`src/pmc_pkg.sv`:
```
// Power mode control package: register layout, states, timing constants.
// Assumes an 8-bit register port and a 50 MHz oscillator clock.
package pmc_pkg;
  localparam logic [7:0] PMC_PCR_ADDR = 8'h87;
  localparam int PMC_IDL_BIT = 0;
  localparam int PMC_PD_BIT = 1;
  localparam int PMC_GF0_BIT = 2;
  localparam int PMC_GF1_BIT = 3;
  localparam logic [7:0] PMC_PCR_RESET = 8'h00;
  localparam logic [7:0] PMC_UNMAPPED = 8'h00;
  localparam int PMC_CLK_NS = 20;
  localparam int PMC_OSC_SETTLE_NS = 200;
  localparam int PMC_OSC_SETTLE_CYC =
    (PMC_OSC_SETTLE_NS + PMC_CLK_NS - 1) / PMC_CLK_NS;
  localparam int PMC_RESUME_CYC = 4;
  localparam int PMC_CNT_W = 8;
  typedef enum logic [2:0] {
    PMC_RUN = 3'b000,
    PMC_IDLE = 3'b001,
    PMC_PDWN = 3'b010,
    PMC_WAKE = 3'b011,
    PMC_RELEASE = 3'b100
  } pmc_state_t;
endpackage

```
`src/pmc_power_mode_control.sv`:
```
// Power mode controller: idle and power-down entry, wake-up and pin states.
// Assumes the CPU raises instr_done at the end of each instruction.
//
// Local design decisions: the address map and strobed register access.
`timescale 1ns/1ps
// Operation
// - Setting the idle bit enters idle when that instruction completes.
// - Idle gates the CPU clock; peripherals keep running; state preserved.
// - Idle and power-down set together enter power-down only.
// - Enabled interrupt in idle clears idle bit and restores CPU clock.
// - Reset pin clears idle bit asynchronously.
// - Internal RAM blocked while execution resumes before reset takes over.
// - Setting power-down bit enters power-down when that instruction completes.
// - Power-down stops oscillator and all clocks; state preserved.
// - External interrupt wakes power-down; execution resumes once pin released.
// - Interrupt wake-up leaves registers and RAM unchanged.
// - Reset pin clears power-down bit asynchronously, restarts oscillator.
// - Reset wake-up reinitialises registers but keeps RAM.
// - Keyboard interrupt wakes power-down like external interrupt lines.
// - Pin conditions per mode for port 0, ports and bus strobes.
// - Power-down bit cleared by hardware on interrupt or reset wake.
module pmc_power_mode_control (
  input wire logic clk,
  input wire logic nrst,
  input wire logic rst_pin,
  input wire logic [7:0] addr,
  input wire logic [7:0] wdata,
  input wire logic wr,
  input wire logic rd,
  output logic [7:0] rdata,
  input wire logic instr_done,
  input wire logic irq_pending,
  input wire logic ext_irq_line_zero,
  input wire logic ext_irq_line_one,
  input wire logic ext_irq_en_zero,
  input wire logic ext_irq_en_one,
  input wire logic kbd_irq,
  input wire logic kbd_irq_en,
  input wire logic ext_code,
  output logic cpu_clk_en,
  output logic periph_clk_en,
  output logic osc_en,
  output logic ram_block,
  output logic sfr_reinit,
  output logic port0_oe_n,
  output logic ports_force_high,
  output logic ale_level,
  output logic program_store_strobe
);
  import pmc_pkg::*;

  logic rst_s1_q, rst_s2_q;
  logic rpin_s1_q, rpin_s2_q;
  logic [2:0] wk_s1_q, wk_s2_q;
  logic idle_request_bit_q, powerdown_request_bit_q;
  logic general_flag_zero_q, general_flag_one_q;
  pmc_state_t state_q, state_d;
  logic [PMC_CNT_W-1:0] cnt_q, cnt_d;
  logic [7:0] rdata_q;
  logic rst_n;
  logic pin_reset_n;
  logic pcr_wr, pcr_rd;
  logic wake_lines, pd_wake;
  logic resume_q;

  // Internal reset: async assert, release on the first clock edge (both stages load 1 together)
  always_ff @(posedge clk or negedge nrst) begin
    if (!nrst) begin
      rst_s1_q <= 1'b0;
      rst_s2_q <= 1'b0;
    end else begin
      rst_s1_q <= 1'b1;
      rst_s2_q <= 1'b1;
    end
  end
  assign rst_n = rst_s2_q;

  // Wake pins synchronised before use; reset pin synchronised for the sequencer and outputs
  always_ff @(posedge clk or negedge rst_n) begin
    if (!rst_n) begin
      rpin_s1_q <= 1'b0;
      rpin_s2_q <= 1'b0;
      wk_s1_q <= 3'b000;
      wk_s2_q <= 3'b000;
    end else begin
      rpin_s1_q <= rst_pin;
      rpin_s2_q <= rpin_s1_q;
      wk_s1_q <= {kbd_irq, ~ext_irq_line_one, ~ext_irq_line_zero};
      wk_s2_q <= wk_s1_q;
    end
  end

  // Reset pin acts directly on the mode bits
  assign pin_reset_n = rst_n & ~rst_pin;

  // Register port decode and wake source combine
  assign pcr_wr = wr && (addr == PMC_PCR_ADDR);
  assign pcr_rd = rd && (addr == PMC_PCR_ADDR);
  assign wake_lines = (wk_s2_q[0] & ext_irq_en_zero) | (wk_s2_q[1] & ext_irq_en_one)
                    | (wk_s2_q[2] & kbd_irq_en);
  assign pd_wake = (state_q == PMC_PDWN) && wake_lines;

  always_ff @(posedge clk or negedge pin_reset_n) begin
    if (!pin_reset_n) begin
      idle_request_bit_q <= 1'b0;
      powerdown_request_bit_q <= 1'b0;
    end else begin
      if (pd_wake) begin
        powerdown_request_bit_q <= 1'b0;
        idle_request_bit_q <= 1'b0;
      end else if (state_q == PMC_IDLE && irq_pending) begin
        idle_request_bit_q <= 1'b0;
      end else if (pcr_wr) begin
        idle_request_bit_q <= wdata[PMC_IDL_BIT];
        powerdown_request_bit_q <= wdata[PMC_PD_BIT];
      end
    end
  end

  // Flags only change on software writes
  always_ff @(posedge clk or negedge rst_n) begin
    if (!rst_n) begin
      general_flag_zero_q <= PMC_PCR_RESET[PMC_GF0_BIT];
      general_flag_one_q <= PMC_PCR_RESET[PMC_GF1_BIT];
    end else if (pcr_wr) begin
      general_flag_zero_q <= wdata[PMC_GF0_BIT];
      general_flag_one_q <= wdata[PMC_GF1_BIT];
    end
  end

  // Mode sequencer: run, idle, power-down, oscillator settle, pin release
  always_comb begin
    state_d = state_q;
    cnt_d = cnt_q;
    case (state_q)
      PMC_RUN: begin
        if (instr_done && powerdown_request_bit_q) begin
          state_d = PMC_PDWN;
        end else if (instr_done && idle_request_bit_q) begin
          state_d = PMC_IDLE;
        end
      end
      PMC_IDLE: begin
        if (!idle_request_bit_q) begin
          state_d = PMC_RUN;
        end
      end
      PMC_PDWN: begin
        if (pd_wake) begin
          state_d = PMC_WAKE;
          cnt_d = PMC_CNT_W'(PMC_OSC_SETTLE_CYC);
        end else if (!powerdown_request_bit_q) begin
          state_d = PMC_RUN;
        end
      end
      PMC_WAKE: begin
        if (cnt_q != '0) begin
          cnt_d = cnt_q - 1'b1;
        end else begin
          state_d = PMC_RELEASE;
        end
      end
      PMC_RELEASE: begin
        if (!wake_lines) begin
          state_d = PMC_RUN;
        end
      end
      default: state_d = PMC_RUN;
    endcase
  end

  always_ff @(posedge clk or negedge rst_n) begin
    if (!rst_n) begin
      state_q <= PMC_RUN;
      cnt_q <= '0;
      resume_q <= 1'b0;
    end else begin
      // Reset pin in low power: hold RAM until internal reset lands
      state_q <= rpin_s2_q ? PMC_RUN : state_d;
      cnt_q <= cnt_d;
      resume_q <= rpin_s2_q && (state_q != PMC_RUN || resume_q);
    end
  end

  always_ff @(posedge clk or negedge rst_n) begin
    if (!rst_n) begin
      rdata_q <= PMC_UNMAPPED;
    end else if (pcr_rd) begin
      rdata_q <= {4'h0, general_flag_one_q, general_flag_zero_q,
                  powerdown_request_bit_q, idle_request_bit_q};
    end else begin
      rdata_q <= PMC_UNMAPPED;
    end
  end
  assign rdata = rdata_q;

  // Clock gates and pin conditions follow the registered state
  assign cpu_clk_en = (state_q == PMC_RUN);
  assign periph_clk_en = (state_q != PMC_PDWN) && (state_q != PMC_WAKE);
  assign osc_en = (state_q != PMC_PDWN);
  assign ram_block = resume_q | rpin_s2_q;
  assign sfr_reinit = ~rst_n | rpin_s2_q;
  // Port 0 floats in reset and in low power with external code
  assign port0_oe_n = ~rst_n | rpin_s2_q | (ext_code && state_q != PMC_RUN);
  assign ports_force_high = ~rst_n | rpin_s2_q;
  assign ale_level = ~(state_q == PMC_PDWN || state_q == PMC_WAKE);
  assign program_store_strobe = ale_level;


  // Mode bits still clear when the reset pin falls
  rst_clr_a: assert property (@(posedge clk) disable iff (!rst_n)
    $fell(rst_pin) |-> !idle_request_bit_q && !powerdown_request_bit_q)
    else $error("reset pin left a mode bit set");

  // Mode bits held clear while the reset pin is high
  rst_hold_a: assert property (@(posedge clk) disable iff (!rst_n)
    rst_pin |-> !idle_request_bit_q && !powerdown_request_bit_q)
    else $error("mode bit set under reset pin");

  // Power-down wins over idle
  pd_prio_a: assert property (@(posedge clk) disable iff (!rst_n)
    state_q == PMC_RUN && instr_done && powerdown_request_bit_q && !rpin_s2_q
    |=> state_q == PMC_PDWN)
    else $error("power-down not taken first");

  // Idle entry at instruction end
  idle_in_a: assert property (@(posedge clk) disable iff (!rst_n)
    state_q == PMC_RUN && instr_done && idle_request_bit_q && !powerdown_request_bit_q
    && !rpin_s2_q |=> !cpu_clk_en && periph_clk_en)
    else $error("idle entry wrong");

  // Idle keeps peripherals clocked
  idle_clk_a: assert property (@(posedge clk) disable iff (!rst_n)
    state_q == PMC_IDLE |-> !cpu_clk_en && periph_clk_en && osc_en)
    else $error("idle clock gates wrong");

  // Interrupt in idle clears the bit, then the CPU clock returns
  idle_out_a: assert property (@(posedge clk) disable iff (!rst_n)
    state_q == PMC_IDLE && irq_pending && !pcr_wr && !rpin_s2_q
    |=> !idle_request_bit_q ##1 cpu_clk_en)
    else $error("idle exit wrong");

  // Power-down entry at instruction end
  pd_in_a: assert property (@(posedge clk) disable iff (!rst_n)
    state_q == PMC_RUN && instr_done && powerdown_request_bit_q && !rpin_s2_q
    |=> !osc_en && !cpu_clk_en)
    else $error("power-down entry wrong");

  // Everything frozen in power-down
  pd_off_a: assert property (@(posedge clk) disable iff (!rst_n)
    state_q == PMC_PDWN |-> !osc_en && !periph_clk_en && !program_store_strobe)
    else $error("clocks running in power-down");

  // Wake clears the power-down bit and starts the settle count
  pd_wake_a: assert property (@(posedge clk) disable iff (!rst_n)
    pd_wake && !rpin_s2_q |=> !powerdown_request_bit_q && state_q == PMC_WAKE)
    else $error("wake did not clear power-down bit");

  // Settle count loaded with the full oscillator settle time
  settle_ld_a: assert property (@(posedge clk) disable iff (!rst_n)
    pd_wake && !rpin_s2_q |=> cnt_q == PMC_CNT_W'(PMC_OSC_SETTLE_CYC))
    else $error("settle count not loaded");

  // Oscillator runs while settling, CPU still stopped
  settle_osc_a: assert property (@(posedge clk) disable iff (!rst_n)
    state_q == PMC_WAKE |-> osc_en && !cpu_clk_en && !periph_clk_en)
    else $error("settle clock gates wrong");

  // Settle end moves on to pin release
  settle_end_a: assert property (@(posedge clk) disable iff (!rst_n)
    state_q == PMC_WAKE && cnt_q == '0 && !rpin_s2_q |=> state_q == PMC_RELEASE)
    else $error("settle end missed");

  // No resume while the wake pin is still held
  hold_pin_a: assert property (@(posedge clk) disable iff (!rst_n)
    state_q == PMC_RELEASE && wake_lines && !rpin_s2_q |=> !cpu_clk_en)
    else $error("resumed before wake pin released");

  // Resume once the wake pin is released
  rel_run_a: assert property (@(posedge clk) disable iff (!rst_n)
    state_q == PMC_RELEASE && !wake_lines && !rpin_s2_q |=> cpu_clk_en)
    else $error("no resume after wake pin release");

  // Interrupt wake leaves the registers alone
  wake_keep_a: assert property (@(posedge clk) disable iff (!rst_n)
    (state_q == PMC_WAKE || state_q == PMC_RELEASE) && !rpin_s2_q |-> !sfr_reinit)
    else $error("registers reset on interrupt wake");

  // Reset pin blocks RAM and reinitialises registers, back to run
  rpin_act_a: assert property (@(posedge clk) disable iff (!rst_n)
    rpin_s2_q |-> ram_block && sfr_reinit ##1 state_q == PMC_RUN)
    else $error("reset pin effect wrong");

  // Flags change only on a write
  flag_keep_a: assert property (@(posedge clk) disable iff (!rst_n)
    !pcr_wr |=> $stable(general_flag_zero_q) && $stable(general_flag_one_q))
    else $error("general flag changed without write");

  // Idle pin conditions with external code
  p0_float_a: assert property (@(posedge clk) disable iff (!rst_n)
    ext_code && state_q == PMC_IDLE |-> port0_oe_n && ale_level)
    else $error("idle pin conditions wrong");

  // Port 0 driven in low power with internal code
  p0_drive_a: assert property (@(posedge clk) disable iff (!rst_n)
    !ext_code && state_q != PMC_RUN && !rpin_s2_q |-> !port0_oe_n && !ports_force_high)
    else $error("port 0 not driven in low power");
endmodule

```
`config.mk`:
```
export PLATFORM = sky130hd
export DESIGN_NAME = pmc_power_mode_control
export DESIGN_NICKNAME = d
export VERILOG_FILES = /design/src/pmc_pkg.sv /design/src/pmc_power_mode_control.sv
export SDC_FILE = /design/constraint.sdc
export NUM_CORES = 1
export LEC_CHECK = 0
export BUFFER_PORTS_ARGS = -buffer_cell sky130_fd_sc_hd__buf_4
export CAP_MARGIN = 20
export CORE_ASPECT_RATIO = 1.75
export CORE_UTILIZATION = 44
export DETAILED_ROUTE_END_ITERATION = 8
export HOLD_SLACK_MARGIN = 0.15
export PLACE_DENSITY = 0.75
export SLEW_MARGIN = 20
export SYNTH_ARGS = -nofsm -noshare
export SYNTH_HDL_FRONTEND = slang
export SYNTH_SLANG_ARGS = --single-unit
```
`constraint.sdc`:
```
create_clock -name clk -period 2.9 [get_ports clk]
set_clock_uncertainty 0.1 [all_clocks]
set_input_delay 0.145 -clock clk [delete_from_list [all_inputs] [get_ports clk]]
set_output_delay 0.145 -clock clk [all_outputs]
set_load 0.02 [all_outputs]
```
======== Yosys cells after proc, flatten, opt, wreduce, memory -nomap -nowiden ========
Index checks and enable logic that the tools add are counted.
storage, ports and cells
  bits of input ports ..................... 30
  latch bits .............................. 0
  memories ................................ 0
  bits in read-only memories .............. 0
  output and inout bits ................... 17
  word-level logic and storage cells ...... 82
  RAM bits ................................ 0
  register bits after elaboration ......... 33
cells by class
  equal/unequal tests ..................... 15
  div/mod/pow operators ................... 0
  multiply operators ...................... 0
  shifts and indexed selects .............. 0
  magnitude comparators ................... 0
  reduce and logical (&&, ||, !) cells .... 20
  bitwise operators ....................... 14
  add/sub/neg operators ................... 1
  mux-type cells .......................... 19
operators with widths
  operator             count
  $mux 3               8
  $mux 8               2
  $pmux 8 s2           1
  $pmux 3 s5           1
  $logic_and 1x1->1    9
  $ne 3x3->1 const B   3
  $eq 8x8->1 const B   1
  $ne 4x4->1 const B   2
  $reduce_bool 8->1    1
  $sub 8x1->8 const B  1
  $eq 3x2->1 const B   2
  $mux 1               6
  $ne 2x2->1 const B   3
  $ne 3x2->1 const B   2
  $reduce_bool 3->1    2
  $not 1->1            5
  $or 1x1->1           5
  $reduce_and 5->1     1
  $and 1x1->1          4
  $mux 4               1
  $reduce_bool 2->1    2
  $eq 3x1->1 const B   1
  $eq 3x3->1 const B   1
  $logic_not 3->1      1
  3 further kinds      4

======== Logic depth before layout (Yosys ltp) ========
  depth in word-level cells ............... 7
  mapped depth ............................ 7
  depth with buffers taken out ............ 6

======== Worst setup path after synthesis ========
Ideal clock, no wire load.
  kind .................................... register to register
  from .................................... register cnt_q[0]
  to ...................................... register state_q[0]
  required time ........................... 2675 ps
  arrival time ............................ 1709 ps
  buffers on the path ..................... 1
  library setup time ...................... 125 ps
  stages on the path, launching flop included .. 8
  slack ................................... 965 ps
  clock period less this slack ............ 1935 ps
  cell sequence ........................... dfrtp_1 -> inv_1 -> ha_1 -> or3b_1 -> clkbuf_1 -> o21a_1 -> nand3b_1 -> mux2_4
between the ends
  cells in the longest elaborated chain, start to end .. 3
ends and longest elaborated chain
  item                               line                           text
  start, declared                    pmc_power_mode_control.sv:58   logic [PMC_CNT_W-1:0] cnt_q, cnt_d;
  start signal, assigned             pmc_power_mode_control.sv:180  cnt_q <= cnt_d;
  $reduce_bool 8->1                  pmc_power_mode_control.sv:157  if (cnt_q != '0) begin
  $ne 3x3->1 (no source line)        --
  $reduce_and 5->1 (no source line)  --
  end signal, assigned               pmc_power_mode_control.sv:179  state_q <= rpin_s2_q ? PMC_RUN : state_d;
  end, declared                      pmc_power_mode_control.sv:57   pmc_state_t state_q, state_d;
No other way between the ends.
A chain may end at the register's enable or synchronous reset.

======== Worst setup path in the final report ========
Ends and elaborated chain as after synthesis.

==> run summary <==
pin count of the biggest net entering global routing: 29
Final Wtd Congestion: 0.8695
worst vdd ir: 0.4096 mV
layout cell share with drive strength beyond 1: 33.33%
share of the synthesized area in the top cell type: 51.10%
Clock Path Buffers: 2
wire length per cell: 13.95 µm
CTS Buf Count: 5
Slew Viols, Final: 0
GRT overflow: 0
WP data arrival: 2.08 ns
Area growth syn-to-layout: 36.30%
post-route cell area: 1936 µm²
count leader, synth: dfrtp_1
clock-pin slew on the worst setup and hold paths: 0.07 ns
Vert. Die Dim: 77.16 µm
worst slew pin tran: 0.5257 ns
kind of critical path: flip-flop to flip-flop
Commonest cells post-synth: 29 x dfrtp_1, 7 x buf_4, 6 x inv_1, 6 x nor2_1
H-tree levels: 2
FP Rows: 26
DR vias: 1142
reg2reg path depth: 6
startpoint types: flip-flop
EDFF count, synth: 0
number of global-route vias before repair: 1151
CTS tree: done
Warnings, synthesis: 0
Syn Inst Count: 130
Max Cap Violations: 0
RSZ-0062 raised after global routing: false
Clock Latency Late Sink: 0.28 ns
FFs w/ async S/R, synth: 100.0%
Post-Syn Area: 1420 µm²
critical path peak fanout: 6
mean post-synth cell area: 10.92 µm²
antenna violations before repair: 0
Power, Total: 1.198 mW
global-route usage over all layers: 20.36%
final setup fails: 0
DR pass1 iterations: 4
min cycle time layout: 2.012 ns
first-pass GRT wire length: 5.099 mm
worst path required time: 2.97 ns
CTS root buffer: clkbuf_8
hold crit path type: flip-flop to async pin
post-DP HPWL: 2.267 mm
clock sink total: 29
Post-route DRC: 0
worst rel slew slack: 64.82%
# diodes: 0
initial detailed-routing violation count: 40
Post-CTS Setup Bufs: 0
setup slack, reg-to-reg: 0.89 ns
Via-to-Cell Ratio: 5.144
FMAX: 0.4969 GHz
core box area: 2993 µm²
Final #Nets: 211
Synth area leaders: dfrtp_1 51%, buf_4 3.7%, xor2_1 2.5%
Starting Density: 47.45%
Place WS: 0.9038 ns
status: completed
period utilization: 69.39%
die area: 3468 µm²
Pleak: 0.8644 nW
Antenna Nets Post-Route: 0
Netlist cell types: 45
CP endpoint kind: flip-flop
final setup margin: 0.8877 ns
WL final: 3.097 mm
placed inst area: 1715 µm²
ys flop type: dfrtp_1
Final TNS setup: 0 ns
PwrDens: 618.7 nW/µm²
port bufs: 38
Yosys top cell by area: dfrtp_1
sequential area share after synthesis: 51.10%
I/O Pins: 47
DIE WIDTH: 44.95 µm
Final Hold Vio Count: 0
synthesis-stage register bit count: 29
Finished Core Util: 64.67%
path summary, 6_finish.rpt:
check / startpoint / to
worst max-delay path: cnt_q[0] / state_q[0]
worst min-delay path: rst_n / cnt_q[0]
worst max register to register: cnt_q[0] / state_q[0]
worst min register to register: rst_n / cnt_q[0]
max in group asynchronous: nrst / rst_n
min in group clk: rd / rdata[1]
layer usage:
metal | wire length, µm | up-vias | global-route usage, % | part of all wire (%)
met3 | 126 | 6 | 5.412 | 4.1
met2 | 1757 | 34 | 34.64 | 57
li1 | - | 548 | - | -
met4 | 72 | 0 | 10.91 | 2.3
met1 | 1140 | 554 | 21.51 | 37
met5 | 0 | - | 0 | 0
report_power, final:
part           switching (mW)  internal [mW]
clock network           0.163          0.279
logic                   0.110          0.119
registers              0.0692          0.458
total                   0.341          0.856
layout by cell type, fill, tap and decap left out, drive strengths merged, types with 2 or more instances in the layout:
master / instances
a21oi: 4
and2: 4
buf: 40
clkbuf: 6
conb: 5
dfrtp: 29
dlygate4sd3: 10
ha: 2
inv: 7
mux2: 5
mux2i: 2
nand2: 5
nand2b: 5
nand3b: 2
nor2: 6
nor3: 5
nor4: 4
o211ai: 3
o21a: 2
o21ai: 6
or2: 2
or3: 2
or4: 4
xor2: 4
what timing repair did:
item,4_1_cts,5_1_grt
hold buffers,10,0
resized for setup,0,0
endpoints found under the hold margin,11,0
sequential cells by signal, indices dropped and copies added (netlist names), 3 cells and up:
| register | count |
|---|---|
| state_q | 3 |
| wk_s1_q | 3 |
| wk_s2_q | 3 |
| rdata | 4 |
| cnt_q | 8 |
cell families after synthesis:
group           after synthesis  share of synthesized area (%)
compound gates               22                          10.75
xor+xnor                      4                          2.467
fa+ha+maj                     2                          1.762
buf+inv                      18                          6.695
flops                        29                          51.10
mux                           7                          5.638
other cells                   2                         0.5288
simple gates                 46                          21.06
cell type report:
class | instances | area (µm²)
Clock buffer | 6 | 82.58
Clock inverter | 2 | 37.54
Fill cell | 239 | 1057
Inverter | 7 | 26.28
Multi-Input combinational cell | 86 | 610.6
Sequential cell | 29 | 725.7
Tap cell | 42 | 52.55
Timing Repair Buffer | 50 | 400.4
worst max-delay path: stages, from the launching register on:
cell and delay, ns:
dfrtp_1 0.42, inv_1 0.10, ha_1 0.14, or3b_1 0.44, o21a_1 0.22, nand3b_1 0.17
mux2_4 0.30
stage by stage:
step	hold WS, ns	instances
6_report	0.1355	222
5_1_grt	0.1755	222
4_1_cts	0.1538	222
3_5_place_dp	-0.1772	204
3_3_place_gp	-0.1799	204
2_1_floorplan	-0.2506	133
Note: power is estimated with default switching activity, not from simulation.
